### src/rtl/adc_serial_cfg.svh
`ifndef ADC_SERIAL_CFG_SVH
`define ADC_SERIAL_CFG_SVH

// clock and timing
`define CLK_MHZ          40
`define POWERUP_NS       10000
`define POWERUP_CYC      ((`POWERUP_NS * `CLK_MHZ) / 1000)
`define INT_CONV_MAX_NS  7500
`define INT_SLOW_NS      4444
`define RES_BITS         12
`define INT_FAST_CYC     ((`INT_CONV_MAX_NS * `CLK_MHZ) / (1000 * `RES_BITS))
`define INT_SLOW_CYC     ((`INT_SLOW_NS * `CLK_MHZ) / 1000)

// control byte, result and tick framing
`define CTRL_LAST        4'h8
`define TRACK_FROM       4'h5
`define DECODE_AT        4'h6
`define REOPEN_BITS      5'h05
`define LAST_BIT_OUT     5'h0B
`define LAST_TICK        4'hB

// control byte fields
`define BIT_SEL_HI       6
`define BIT_SEL_LO       4
`define BIT_UNI          3
`define BIT_SGL          2
`define BIT_PD_HI        1
`define BIT_PD_LO        0
`define PD_EXT           2'h3
`define PD_INT           2'h2
`define PD_OFF           2'h0

// result coding and queue depth
`define BIP_FLIP         12'h800
`define TRAIL_ZEROS      4'h0
`define RESULT_DEPTH     8

`endif

### src/rtl/adc_serial_pkg.sv
`default_nettype none

package adc_serial_pkg;

  typedef enum logic [4:0] {
    S_PWRUP = 5'h01,
    S_IDLE  = 5'h02,
    S_EXT   = 5'h04,
    S_INT   = 5'h08,
    S_OFF   = 5'h10
  } conv_state_t;

  typedef struct packed {
    logic       hard_shutdown_n_open;
    logic       hsd_n;
    logic       din;
    logic       sclk;
    logic       cs_n;
  } pins_t;

  typedef struct packed {
    logic [2:0]  chan;
    logic        single;
    logic        unipolar;
    logic [11:0] code;
  } result_t;

  typedef struct packed {
    pins_t       m1;
    pins_t       m2;
    logic        sclk_p;
    logic        cs_p;
    conv_state_t conv;
    logic [8:0]  pwr_cnt;
    logic [3:0]  ctrl_cnt;
    logic [7:0]  ctrl_sr;
    logic [7:0]  cmd;
    logic        ext_mode;
    logic        soft_pd;
    logic        cs_toggled;
    logic [7:0]  div_cnt;
    logic [3:0]  tick_cnt;
    logic [4:0]  bits_out;
    logic [15:0] out_sr;
    logic [11:0] result;
    logic        push;
    logic        dout;
    logic        dout_oe;
    logic        strobe;
    logic        strobe_oe;
    logic        track;
    logic [7:0]  pos;
    logic [8:0]  neg;
    logic        pd_out;
  } core_t;

endpackage

`default_nettype wire

### src/rtl/result_fifo.sv
`timescale 1ns/10ps
`default_nettype none

module result_fifo #(
  parameter int WIDTH = 17,
  parameter int DEPTH = 8
) (
  input  wire logic             clk,
  input  wire logic             resetn,
  input  wire logic             in_valid,
  output var  logic             in_ready,
  input  wire logic [WIDTH-1:0] in_data,
  output var  logic             out_valid,
  input  wire logic             out_ready,
  output var  logic [WIDTH-1:0] out_data
);
  localparam int AW = $clog2(DEPTH);
  localparam int CW = $clog2(DEPTH + 1);

  typedef struct packed {
    logic [DEPTH-1:0][WIDTH-1:0] mem;
    logic [AW-1:0]               wr;
    logic [AW-1:0]               rd;
    logic [CW-1:0]               cnt;
    logic                        room;
    logic                        valid;
    logic [WIDTH-1:0]            head;
  } fifo_t;

  fifo_t q;
  fifo_t d;
  logic  push;
  logic  pop;

  always_comb begin
    d    = q;
    push = in_valid & q.room;
    pop  = q.valid & out_ready;
    if (push) begin
      d.mem[q.wr] = in_data;
      d.wr        = AW'(q.wr + 1'b1);
    end
    if (pop) begin
      d.rd = AW'(q.rd + 1'b1);
    end
    d.cnt   = CW'(q.cnt + CW'(push) - CW'(pop));
    d.room  = (d.cnt != CW'(DEPTH));
    d.valid = (d.cnt != '0);
    // head register shows the next word; bypass when it is being written now
    d.head  = (push && (q.wr == d.rd)) ? in_data : q.mem[d.rd];
  end

  always_ff @(posedge clk or negedge resetn) begin
    if (!resetn) begin
      q      <= '0;
      q.room <= 1'b1;
    end else begin
      q <= d;
    end
  end

  assign in_ready  = q.room;
  assign out_valid = q.valid;
  assign out_data  = q.head;

endmodule

`default_nettype wire

### src/rtl/adc_serial_ctrl.sv
`timescale 1ns/10ps
`default_nettype none
`include "adc_serial_cfg.svh"

module adc_serial_ctrl #(
  parameter int DEPTH = `RESULT_DEPTH
) (
  input  wire logic                      CLK,
  input  wire logic                      RESETN,
  input  wire logic                      CS_N,
  input  wire logic                      SCLK,
  input  wire logic                      DIN,
  input  wire logic                      HARD_SHUTDOWN_N,
  input  wire logic                      HARD_SHUTDOWN_N_OPEN,
  input  wire logic [11:0]               ANALOG_CODE,
  output var  logic                      DOUT,
  output var  logic                      DOUT_OE,
  output var  logic                      CONVERSION_STROBE,
  output var  logic                      STROBE_OE,
  output var  logic                      TRACK_HOLD,
  output var  logic [7:0]                POS_SEL,
  output var  logic [8:0]                NEG_SEL,
  output var  logic                      POWERED_DOWN,
  output var  logic                      RESULT_VALID,
  input  wire logic                      RESULT_READY,
  output var  adc_serial_pkg::result_t   RESULT_WORD
);
  adc_serial_pkg::core_t   q;
  adc_serial_pkg::core_t   d;
  adc_serial_pkg::result_t push_word;
  logic        rise;
  logic        fall;
  logic        cs_hi;
  logic        cs_fell;
  logic        go;
  logic        start;
  logic        tick;
  logic        fifo_room;
  logic        new_ext;
  logic [7:0]  reload;
  logic [7:0]  b;
  logic [11:0] coded;

  function automatic logic [16:0] chan_mux(input logic [2:0] sel, input logic sgl);
    logic [7:0] pos;
    logic [8:0] neg;
    pos = '0;
    neg = '0;
    if (sgl) begin
      pos[{sel[1:0], sel[2]}] = 1'b1;
      neg[8]                  = 1'b1;
    end else begin
      pos[{sel[1:0], sel[2]}]  = 1'b1;
      neg[{sel[1:0], ~sel[2]}] = 1'b1;
    end
    return {neg, pos};
  endfunction

  always_comb begin
    d        = q;
    d.m1     = {HARD_SHUTDOWN_N_OPEN, HARD_SHUTDOWN_N, DIN, SCLK, CS_N};
    d.m2     = q.m1;
    d.sclk_p = q.m2.sclk;
    d.cs_p   = q.m2.cs_n;
    d.push   = 1'b0;
    cs_hi    = q.m2.cs_n;
    cs_fell  = q.cs_p & ~cs_hi;
    rise     = q.m2.sclk & ~q.sclk_p;
    fall     = ~q.m2.sclk & q.sclk_p;
    go       = fall & ~cs_hi & (q.ctrl_cnt == `CTRL_LAST) & fifo_room & q.m2.hsd_n;
    start    = rise & ~cs_hi & q.m2.din & (q.ctrl_cnt == 4'h0)
             & ((q.conv == adc_serial_pkg::S_IDLE)
             | ((q.conv == adc_serial_pkg::S_EXT) & (q.bits_out >= `REOPEN_BITS))
             | ((q.conv == adc_serial_pkg::S_INT) & q.cs_toggled));
    tick     = (q.conv == adc_serial_pkg::S_INT) & (q.div_cnt == 8'h00);
    reload   = q.m2.hard_shutdown_n_open ? 8'(`INT_FAST_CYC - 1) : 8'(`INT_SLOW_CYC - 1);
    coded    = q.ctrl_sr[`BIT_UNI] ? ANALOG_CODE : (ANALOG_CODE ^ `BIP_FLIP);
    new_ext  = (q.ctrl_sr[`BIT_PD_HI:`BIT_PD_LO] == `PD_EXT)
             | ((q.ctrl_sr[`BIT_PD_HI:`BIT_PD_LO] != `PD_INT) & q.ext_mode);

    // command receiver: blocked while select is high
    if (cs_hi) begin
      d.ctrl_cnt = 4'h0;
    end else if (rise && (start || (q.ctrl_cnt != 4'h0 && q.ctrl_cnt != `CTRL_LAST))) begin
      d.ctrl_sr  = {q.ctrl_sr[6:0], q.m2.din};
      d.ctrl_cnt = 4'(q.ctrl_cnt + 1'b1);
    end
    b = {d.ctrl_sr[5:0], 2'h0};
    if (rise && d.ctrl_cnt == `DECODE_AT) begin
      {d.neg, d.pos} = chan_mux(b[`BIT_SEL_HI:`BIT_SEL_LO], b[`BIT_SGL]);
    end
    d.track = (d.ctrl_cnt >= `TRACK_FROM);
    if (start) begin
      d.soft_pd = 1'b0;
      if (q.conv == adc_serial_pkg::S_INT) begin
        d.conv = adc_serial_pkg::S_IDLE;
      end
    end

    // select edges
    if (cs_hi && q.conv == adc_serial_pkg::S_INT) begin
      d.cs_toggled = 1'b1;
    end
    if (cs_hi && q.conv == adc_serial_pkg::S_EXT) begin
      d.conv = adc_serial_pkg::S_IDLE;
    end
    if (cs_fell && q.ext_mode) begin
      d.strobe = 1'b0;
    end

    // result shifter
    if (fall && !cs_hi) begin
      d.dout   = q.out_sr[15];
      d.out_sr = {q.out_sr[14:0], 1'b0};
      if (q.conv == adc_serial_pkg::S_EXT) begin
        d.strobe   = 1'b0;
        d.bits_out = 5'(q.bits_out + 1'b1);
        if (q.bits_out == `LAST_BIT_OUT) begin
          d.conv = adc_serial_pkg::S_IDLE;
          d.push = 1'b1;
        end
      end
    end

    // internal conversion clock
    if (q.conv == adc_serial_pkg::S_INT) begin
      if (tick) begin
        d.div_cnt  = reload;
        d.tick_cnt = 4'(q.tick_cnt + 1'b1);
        if (q.tick_cnt == `LAST_TICK) begin
          d.conv   = adc_serial_pkg::S_IDLE;
          d.strobe = 1'b1;
          d.out_sr = {q.result, `TRAIL_ZEROS};
          d.push   = 1'b1;
        end
      end else begin
        d.div_cnt = 8'(q.div_cnt - 1'b1);
      end
    end

    // conversion launch on the falling edge after the eighth bit
    if (go) begin
      d.cmd        = q.ctrl_sr;
      d.ctrl_cnt   = 4'h0;
      d.track      = 1'b0;
      d.cs_toggled = 1'b0;
      d.result     = coded;
      d.ext_mode   = new_ext;
      d.soft_pd    = (q.ctrl_sr[`BIT_PD_HI:`BIT_PD_LO] == `PD_OFF);
      if (new_ext) begin
        d.conv     = adc_serial_pkg::S_EXT;
        d.bits_out = 5'h00;
        d.strobe   = 1'b1;
        d.dout     = 1'b0;
        d.out_sr   = {coded, `TRAIL_ZEROS};
      end else begin
        d.conv     = adc_serial_pkg::S_INT;
        d.strobe   = 1'b0;
        d.div_cnt  = reload;
        d.tick_cnt = 4'h0;
      end
    end

    if (q.conv == adc_serial_pkg::S_PWRUP) begin
      if (q.pwr_cnt == 9'(`POWERUP_CYC - 1)) begin
        d.conv = adc_serial_pkg::S_IDLE;
      end else begin
        d.pwr_cnt = 9'(q.pwr_cnt + 1'b1);
      end
    end

    if (!q.m2.hsd_n) begin
      d.conv     = adc_serial_pkg::S_OFF;
      d.ctrl_cnt = 4'h0;
      d.track    = 1'b0;
      d.push     = 1'b0;
    end else if (q.conv == adc_serial_pkg::S_OFF) begin
      d.conv = adc_serial_pkg::S_IDLE;
    end

    d.dout_oe   = ~cs_hi;
    d.strobe_oe = ~(cs_hi & d.ext_mode);
    d.pd_out    = (d.conv == adc_serial_pkg::S_OFF) | (d.soft_pd & (d.conv == adc_serial_pkg::S_IDLE));
  end

  always_ff @(posedge CLK or negedge RESETN) begin
    if (!RESETN) begin
      q         <= '0;
      q.m1      <= 5'h09;
      q.m2      <= 5'h09;
      q.cs_p    <= 1'b1;
      q.conv    <= adc_serial_pkg::S_PWRUP;
      q.strobe  <= 1'b1;
      q.strobe_oe <= 1'b1;
    end else begin
      q <= d;
    end
  end

  assign push_word = '{chan: q.cmd[`BIT_SEL_HI:`BIT_SEL_LO], single: q.cmd[`BIT_SGL],
                       unipolar: q.cmd[`BIT_UNI], code: q.result};

  // full queue holds off new launches
  result_fifo #(
    .WIDTH ($bits(adc_serial_pkg::result_t)),
    .DEPTH (DEPTH)
  ) u_fifo (
    .clk       (CLK),
    .resetn    (RESETN),
    .in_valid  (q.push),
    .in_ready  (fifo_room),
    .in_data   (push_word),
    .out_valid (RESULT_VALID),
    .out_ready (RESULT_READY),
    .out_data  (RESULT_WORD)
  );

  assign DOUT              = q.dout;
  assign DOUT_OE           = q.dout_oe;
  assign CONVERSION_STROBE = q.strobe;
  assign STROBE_OE         = q.strobe_oe;
  assign TRACK_HOLD        = q.track;
  assign POS_SEL           = q.pos;
  assign NEG_SEL           = q.neg;
  assign POWERED_DOWN      = q.pd_out;
endmodule

`default_nettype wire

### config.mk
export PLATFORM = sky130hd
export DESIGN_NAME = adc_serial_ctrl
export DESIGN_NICKNAME = d
export VERILOG_FILES = /design/src/rtl/adc_serial_pkg.sv /design/src/rtl/result_fifo.sv /design/src/rtl/adc_serial_ctrl.sv
export VERILOG_INCLUDE_DIRS = /design/src /design/src/rtl
export SDC_FILE = /design/constraint.sdc
export NUM_CORES = 1
export LEC_CHECK = 0
export CORE_UTILIZATION = 24
export CTS_CLUSTER_DIAMETER = 150
export DETAILED_ROUTE_END_ITERATION = 12
export DONT_BUFFER_PORTS = 1
export PLACE_DENSITY = 0.35
export REMOVE_ABC_BUFFERS = 1
export SYNTH_ARGS = -nofsm -noshare
export SYNTH_HDL_FRONTEND = slang
export SYNTH_SLANG_ARGS = --single-unit
### constraint.sdc
create_clock -name CLK -period 2.7 [get_ports CLK]
set_input_delay 0.675 -clock CLK [delete_from_list [all_inputs] [get_ports CLK]]
set_output_delay 0.675 -clock CLK [all_outputs]
set_load 0.02 [all_outputs]
* Word level (Yosys, flattened, before mapping)
Cells that the tools add are included.
** Storage, ports and cells
- Bits in registers :: 282
- Bits in latches :: 0
- RAM bits :: 0
- ROM bits :: 0
- Input bits :: 20
- Word-level logic and storage cells :: 203
- Memories :: 0
** Operators by class
- $add $sub $neg :: 9
- Multiply operators :: 0
- Div/mod/pow operators :: 0
- Magnitude comparators :: 9
- Eq/ne operators :: 17
- Shifts and indexed selects :: 0
- Mux-type cells :: 68
- Bitwise operators :: 30
- Reduce and logical (&&, ||, !) cells :: 21
** Operator list (number)
- $bwmux 136 :: 1
- $mux 5 :: 15
- $bmux 17 s3 :: 1
- $demux 17 s3 :: 1
- $mux 17 :: 3
- $mux 12 :: 4
- $mux 16 :: 3
- $mux 48 :: 1
- $mux 21 :: 2
- $mux 8 :: 3
- $mux 1 :: 23
- $mux 4 :: 5
- $and 1x1->1 :: 19
- $mux 14 :: 1
- $lt 3x4->1 const B :: 3
- $logic_and 1x1->1 :: 11
- $eq 5x2->1 const B :: 2
- $eq 5x4->1 const B :: 2
- $eq 5x5->1 const B :: 2
- $add 9x1->9 const B :: 1
- $eq 9x9->1 const B :: 1
- $ge 3x1->1 const B :: 3
- $mux 9 :: 1
- $add 4x1->4 const B :: 2
- other kinds (29) :: 44

* Depth between registers and ports, before layout
Gate-level depths: netlist of run 1.
- Depth after elaboration :: 22
- Mapped depth :: 10
- Mapped depth without buffers :: 10

* Cells and area by module
A second synthesis of run 1 with hierarchy kept.
** Second synthesis, totals
- Cell total of the unflattened synthesis :: 1323
- Area total of the unflattened synthesis :: 14377.5 um2
** Modules (own cells, without submodules)
- result_fifo :: instances 1, cells an instance 788, area each 8867.3 um2
- adc_serial_ctrl :: instances 1, cells an instance 535, area each 5510.3 um2

* Worst setup path after synthesis of run 1
Ideal clock, no wire load.
- Path type :: input port to flip-flop
- Start point :: input port RESULT_READY
- End point :: register u_fifo.q, in the netlist u_fifo.out_data[13]
- Arrival time :: 2.580 ns
- Required time :: 2.563 ns
- Slack :: -0.017 ns
- Stages on the path :: 8
- Path through :: nand2_1 xor2_1 buf_2 xor2_1 nand4_1 clkbuf_1 nor2_1 a21oi_1
** RTL lines
- start, declared :: line adc_serial_ctrl.sv:25 : input wire logic RESULT_READY,
- end, declared :: line result_fifo.sv:30 : fifo_t q;

* Worst setup path in the final report of run 1
- Start point :: register q, in the netlist cs_hi
- End point :: register q, in the netlist NEG_SEL[2]
** On the way
- Longest elaborated chain between the ends :: 15
- Elaborated cells between the ends (all ways) :: 19
** Ends and longest elaborated chain
- start, declared :: line adc_serial_ctrl.sv:28 : adc_serial_pkg::core_t q;
- $not 1->1 (no source line)
- $and 1x1->1 (4 in a row) :: line adc_serial_ctrl.sv:71 : start = rise & ~cs_hi & q.m2.din & (q.ctrl_cnt == 4'h0)
- $logic_or 1x1->1 :: line adc_serial_ctrl.sv:84 : end else if (rise && (start || (q.ctrl_cnt != 4'h0 && q.ctrl_cnt != `CTRL_LAST))) begin
- $logic_and 1x1->1 :: line adc_serial_ctrl.sv:84
- $mux 12 :: line adc_serial_ctrl.sv:84
- $mux 5 :: line adc_serial_ctrl.sv:82 : if (cs_hi) begin
- $not 1->1 :: line adc_serial_ctrl.sv:54 : neg[{sel[1:0], ~sel[2]}] = 1'b1;
- $lt 3x5->1 (implied by the code) or $ge 3x1->1 (tied branches) :: line adc_serial_ctrl.sv:54
- $logic_and 1x1->1 (implied by the code) :: line adc_serial_ctrl.sv:54
- $mux 1 (implied by the code) :: line adc_serial_ctrl.sv:54
- $demux 1 s3 :: line adc_serial_ctrl.sv:54
- $mux 8 :: line adc_serial_ctrl.sv:49 : if (sgl) begin
Several ways; a longest one is shown, not always the timed one.
A chain may end at the register's enable or synchronous reset.

==> results of run 1 <==
layer usage:
metal,GRT usage (%),up-vias,share of wire (%),wire [um]
met5,0,-,0,0
met4,3.65,0,2.3,779
met3,3.14,49,4.5,1490
met2,19.7,124,45,15000
met1,17.5,4023,48,15900
li1,-,3669,-,-
critical path: stages (launching register included):
cell and delay [ps]:
dfstp_2 360, or3b_2 520, a2111oi_4 500, o31a_1 260
buf_12 180, or4b_1 450, o31ai_1 80, mux2_2 180
sequential cells by signal, indices dropped and copies added (netlist names):
name and flops:
q 67, push_word 17, STROBE_OE 1, u_fifo.q 146, u_fifo.out_valid 1, cs_hi 1, DOUT_OE 1, DOUT 1
POS_SEL 8, CONVERSION_STROBE 1, TRACK_HOLD 1, u_fifo.out_data 17, POWERED_DOWN 1, u_fifo.in_ready 1, d 6, NEG_SEL 9
per-stage QoR:
step / setup WS, ps / setup TNS [ps] / std cells / total power, mW
final: 108 / 0 / 1749 / 10.8
after floorplan: -2340 / -50990 / 959 / 5.51
after global placement: 130 / 0 / 1686 / 6.18
after detailed placement: -5.62 / -5.62 / 1686 / 6.18
after global routing: 1.67 / 0 / 1749 / 11.4
after CTS: 30.5 / 0 / 1749 / 11.1
synth_stat cells (all sizes together), types with 4 or more instances:
cell type	instances
dfrtp	270
o31ai	10
nor3	13
and2	5
nand2	112
o21ai	38
nand3	9
nor2b	6
mux2	146
or4	4
buf	49
nand4	10
nor3b	4
xnor2	12
nand2b	10
o31a	4
mux4	34
dfstp	9
clkbuf	52
xor2	15
a211oi	4
mux2i	37
inv	27
a21oi	34
a31oi	4
nor2	64
a22o	4
ha	13
or3	7
or4b	6
worst min-delay path by stage:
stage | startpoint | endpoint | slack [ps] | cells past startpoint
2_1_floorplan | d[109]$_DFF_PN0_ | d[107]$_DFF_PN0_ | 330 | 0
3_3_place_gp | d[109]$_DFF_PN0_ | d[107]$_DFF_PN0_ | 340 | 0
3_5_place_dp | d[109]$_DFF_PN0_ | d[107]$_DFF_PN0_ | 340 | 0
4_1_cts | RESETN | u_fifo.q[70]$_DFFE_PN0P_ | -210 | 0
5_1_grt | RESETN | u_fifo.q[70]$_DFFE_PN0P_ | -210 | 0
6_report | RESETN | u_fifo.q[70]$_DFFE_PN0P_ | -180 | 0
power breakdown:
part           switching, mW  internal (mW)  total [mW]
clock network           1.88           2.90        4.78
logic                  0.873          0.760        1.63
registers             0.0980           4.32        4.41
total                   2.85           7.98        10.8
cells by family after synthesis:
group,Yosys count,synth area share (%)
adder cells (fa/ha/maj),14,1.41
buffers and inverters,128,4.97
AO/OA/AOI/OAI,126,6.42
multiplexers,217,21.5
flip-flops,279,54.0
AND/OR/NAND/NOR,269,9.90
XOR/XNOR,27,1.83
timing repair:
action,4_1_cts,5_1_grt
pin swaps,0,1
endpoints found under the setup margin,1,7
resized for setup,1,2
endpoints found under the hold margin,271,270
area by class of cell:
cell class | instances | area (um^2)
sequential | 279 | 6990
clock inverter | 9 | 85.1
fill | 5525 | 38000
inverter | 27 | 101
tap | 688 | 861
clock buffer | 54 | 1100
multi-input combinational | 653 | 5390
timing repair buffer | 39 | 455
==> results.toml, run 1 <==
[synth]
synth_edf_count = 0
ys_types = 69
syn_inst = 1060
async_flop_share_pct = 100
syn-cell-area_um2 = 12900
synth_seq_cells = 279
synthFlopType = "dfrtp_1"
yosys_warnings = 0
seq_area_frac_synth_pct = 54.0
yosysTopAreaCell = "dfrtp_1"
syn_avg_cell_area_um2 = 12.2
synth.area.top_cells = "dfrtp_1 (52%), mux2_2 (13%), mux4_2 (5.9%)"
yosys.area.top_type_share_pct = 52.2

[global_routing]
grt_pass1_wl_um = 52700
grt_usage_pct = 12.7
grt_max_degree = 280
grt_overflow = 0
first_global_vias = 8405
antenna_found_initial = 0

[power]
leakage_nw = 6.84
vdd_ir_drop_max_mv = 0.439
cellPowerDensity_nw_per_um2 = 722

[timing]
hold_viol = 270
min_period_ps = 2590
tightestPinTransition_ps = 658
maxSlewViolCount = 0
rsz0062_at_grt = "false"
min_period_over_period_pct = 96.0
finClkSkew_ps = 23.7
slew_headroom_pct = 56.1
setup_violations = 0
holdWs_ps = -176
fmax_ghz = 0.386

[detailed_routing]
drt-wirelength-per-cell_um = 19.0
via_per_inst = 4.50
drt-total-wl_um = 33200
drcViolationCount = 0
dr.pass1.iters = 4
final_antenna_net_count = 0
num_vias = 7865
drtIter0Drc = 475

[clocking]
worstSkewPairLatency_ps = 550
cts_setup_buffers = 0
ctsHtreeMaxLevel = 2
cts_sinks = 279
cts_buffer_depth = 3
cts_buffers = 35
clkTransAtPathRegs_ps = 60
cts_tree = "yes"
cts-root-buf = "clkbuf_16"

[cells_and_area]
mostFrequentLayoutCell = "dfrtp_1"
area_growth_pct = 15.7
final_cell_mix = "dfrtp_1 (270), mux2_2 (146), nand2_1 (112), nor2_1 (60), o21ai_0 (37)"
finalNetCount = 1069
utilization_pct = 28.3
drive_above_1_share_pct = 29.7
n_antenna_cell = 0
design_area_um2 = 15000

[worst_setup_path]
reg2reg_depth = 7
worstSetupStartpointType = "flop"
cp-endpoint = "NEG_SEL[2]$_DFFE_PN0P_"
crit_path_start = "cs_hi$_DFF_PN1_"
reg2reg_to = "NEG_SEL[2]$_DFFE_PN0P_"
required_ps = 3170
reg2reg_slack_ps = 110
cp-end-kind = "flop"
crit_arrival_ps = 3070
r2r-start = "cs_hi$_DFF_PN1_"
path_class = "flop to flop"
path_max_fanout = 26

[die]
io_pins = 61
die_y_um = 234
rows = 84
initial_core_util_pct = 24.4
die_x_um = 234
die_area_um2 = 54900
core_area_um2 = 53000

[placement]
placedInstanceArea_um2 = 13800
portBuffers = 0
hpwlAfterDp_um = 19500
gp_congestion = 0.729

[status]
status = "finished with violations"
violations = "negative hold slack"

[min_path]
hold_path_class = "primary input to asynchronous set/reset pin"

[flow_run]
maxCapViolCount = 0
Note: power is estimated with default switching activity, not from simulation.
==> run 2: changes to the inputs <==
--- a/config.mk
+++ b/config.mk
@@ -6,6 +6,7 @@
 export SDC_FILE = /design/constraint.sdc
 export NUM_CORES = 1
 export LEC_CHECK = 0
+export ABC_AREA = 1
 export CORE_UTILIZATION = 24
 export CTS_CLUSTER_DIAMETER = 150
 export DETAILED_ROUTE_END_ITERATION = 12
==> run 2 against run 1 <==
Against the previous run:
- the flow still finishes with violations (negative hold slack)
- count of clock-buffer cells in the layout is 2 lower
- power is 11% higher
- first-iteration DRC count is 62% higher
- cell count is 21% higher
- clock power is 6.1% higher
- largest power group unchanged
- sequential cell count stayed put
- highest routed layer unchanged
- global-route usage is 1.5 points higher
==> results.toml, run 2 <==
[status]
status = "finished with violations"
violations = "negative hold slack"

[power]
power_switching_mw = 3.69
leakage_nw = 6.85
pwr-share-clk_pct = 42.1
pwr-share-seq_pct = 39.5
p_comb_share_pct = 18.5
power.internal_mw = 8.37
cellPowerDensity_nw_per_um2 = 827
sw_frac_of_total_pct = 30.6
vdd_ir_drop_max_mv = 0.336

[worst_setup_path]
r2r-start = "q[107]$_DFF_PN0_"
reg2reg_slack_ps = 410
reg2reg_depth = 12
critPathSlowestCell = "dfrtp_1"
path_max_fanout = 17
critPathTopFamily = "simple AND/OR/NAND/NOR gates"
path_buf_inv = 0
crit_arrival_ps = 2730
crit_path_start = "q[107]$_DFF_PN0_"
worstSetupStartpointType = "flop"
required_ps = 3130
crit_top_cell = "nand2_1"
cp-end-kind = "flop"
cp_cell_sequence = "nor2_4 > nand3_2 > nor3_4 > nand2_4 > nand2_8 > nand3_1 > nand2_1 > nand2_1 > a21oi_1 > nand2_2 > nand2_1 > nand2_1"
reg2reg_to = "POS_SEL[3]$_DFFE_PN0P_"
critPathMaxStageDelay_ps = 410
path_class = "flop to flop"

[clocking]
cts_setup_buffers = 0
ctsHtreeMaxLevel = 2
cts_buffer_depth = 3
ctsResizeCount = 0
clkTransAtPathRegs_ps = 60
cts-root-buf = "clkbuf_16"
cts_tree = "yes"
cts_buffers = 36
cts_sinks = 279
worstSkewPairLatency_ps = 550

[cells_and_area]
n_antenna_cell = 0
final_cell_mix = "nand2_1 (315), dfrtp_1 (270), o21ai_0 (262), nor2_1 (128), inv_1 (104)"
finalNetCount = 1449
top_regs = "u_fifo.q: 146 flops, q: 67 flops"
largest_register = "u_fifo.q"
mostFrequentLayoutCell = "nand2_1"
largest_reg_flops = 146
area_growth_pct = 14.9
drive_above_1_share_pct = 9.72
utilization_pct = 28.1

[synth]
syn-cell-area_um2 = 12700
synthFlopType = "dfrtp_1"
synth.area.top_cells = "dfrtp_1 (53%), o21ai_0 (10%), nand2_1 (9.3%)"
async_flop_share_pct = 100
yosys_warnings = 0
ys_types = 49
yosys-top-cells-count = "nand2_1 (316), dfrtp_1 (270), o21ai_0 (262)"
yosys.area.top_type_share_pct = 53.2
synth_seq_cells = 279
seq_area_frac_synth_pct = 55.1
syn_inst = 1447
synth_edf_count = 0
yosysMostFrequentCell = "nand2_1"
syn_avg_cell_area_um2 = 8.77
yosysTopAreaCell = "dfrtp_1"

[timing]
finClkSkew_ps = 23.3
tightestPinTransition_ps = 750
min_period_over_period_pct = 84.8
maxSlewViolCount = 0
hold_viol = 259
holdWs_ps = -169
slew_headroom_pct = 50.0
min_period_ps = 2290
setup_violations = 0
rsz0062_at_grt = "false"
fmax_ghz = 0.437

[global_routing]
grt_usage_pct = 14.2
first_global_vias = 9822
grt_max_degree = 280
grt_pass1_wl_um = 59200
grt_overflow = 0
antenna_found_initial = 0

[detailed_routing]
via_per_inst = 4.53
num_vias = 9605
drt-wirelength-per-cell_um = 17.3
final_antenna_net_count = 0
drcViolationCount = 0
dr.pass1.iters = 5
drtIter0Drc = 770
drt-total-wl_um = 36700

[die]
io_pins = 61
die_y_um = 232
die_x_um = 232
die_area_um2 = 53800
core_area_um2 = 51800
initial_core_util_pct = 24.5
rows = 83

[min_path]
hold_path_class = "primary input to asynchronous set/reset pin"

[placement]
gp_congestion = 0.746
portBuffers = 0
hpwlAfterDp_um = 21900

[flow_run]
maxCapViolCount = 0
-- run 2: changes by cell type in the layout (fill, tap and decap cells not counted), moves of 14 or more --
| cell | before | now |
|---|---|---|
| inv_1 | 26 | 104 |
| mux2_2 | 146 | 1 |
| o22ai_1 | 3 | 17 |
| nand2_1 | 112 | 315 |
| nand3_1 | 9 | 36 |
| mux2i_1 | 36 | 0 |
| o221ai_1 | 0 | 19 |
| a21oi_1 | 34 | 18 |
| mux4_2 | 34 | 0 |
| o21ai_1 | 0 | 19 |
| o21ai_0 | 37 | 262 |
| nor2_1 | 60 | 128 |
| o211ai_1 | 1 | 16 |
-- run 2: metal layers --
metal / track usage [%] / part of all wire, % / routed length, um / vias to the layer above
met5: 0 / 0 / 0 / -
met4: 4.63 / 2.4 / 865 / 0
met3: 2.27 / 3.6 / 1330 / 55
met2: 22.6 / 46 / 16900 / 161
met1: 19.6 / 48 / 17700 / 4664
li1: - / - / - / 4725
-- run 2: cell type report --
class / count / area [um^2]
fill: 5546 / 37200
tap: 680 / 851
inverter: 116 / 435
sequential: 279 / 6990
multi-input combinational: 951 / 4750
timing repair buffer: 31 / 295
clock inverter: 12 / 151
clock buffer: 52 / 1100
-- run 2: worst register-to-register path: cells and delay by family, from the launching register on --
family           cells  cell delay, ps
AND/OR/NAND/NOR     11            1610
flip-flops           1             410
AO/OA/AOI/OAI        1             150
-- run 2: how the worst max path moves through the flow --
stage / endpoint / slack [ps] / cells after the start
after global routing: POS_SEL[1]$_DFFE_PN0P_ / 70 / 13
after global placement: u_fifo.out_data[11]$_DFF_PN0_ / 300 / 9
after CTS: POS_SEL[3]$_DFFE_PN0P_ / 390 / 12
after detailed placement: u_fifo.out_data[11]$_DFF_PN0_ / 300 / 9
after floorplan: u_fifo.out_data[10]$_DFF_PN0_ / -1380 / 10
final: POS_SEL[3]$_DFFE_PN0P_ / 410 / 12
-- run 2: kinds of logic after synthesis --
group                      after synthesis  share of synthesized area, %
muxes                                    1                        0.0887
xor gates and xnor gates                19                          1.31
and+or+nand+nor                        540                          18.0
DFF                                    279                          55.1
buffers and inverters                  217                          7.61
adders and majority gates               14                          1.44
AOI/OAI and AO/OA                      377                          16.4
-- run 2: power by group through the flow --
stage          combinational [mW]  sequential [mW]  clock (mW)
2_1_floorplan                1.46             4.78           0
4_1_cts                      2.30             4.77        5.29
3_5_place_dp                 2.29             4.85           0
3_3_place_gp                 2.31             4.84           0
5_1_grt                      2.56             4.79        5.44
6_report                     2.23             4.76        5.07
-- run 2: per-stage QoR --
stage,std cells,worst slack (ps),cell area (um^2),TNS [ps],power [mW]
5_1_grt,2121,72.5,14600,0,12.8
4_1_cts,2121,385,14600,0,12.4
3_3_place_gp,2057,301,13300,0,7.16
6_report,2121,410,14600,0,12.1
2_1_floorplan,1346,-1380,12200,-23430,6.24
3_5_place_dp,2057,296,13300,0,7.14
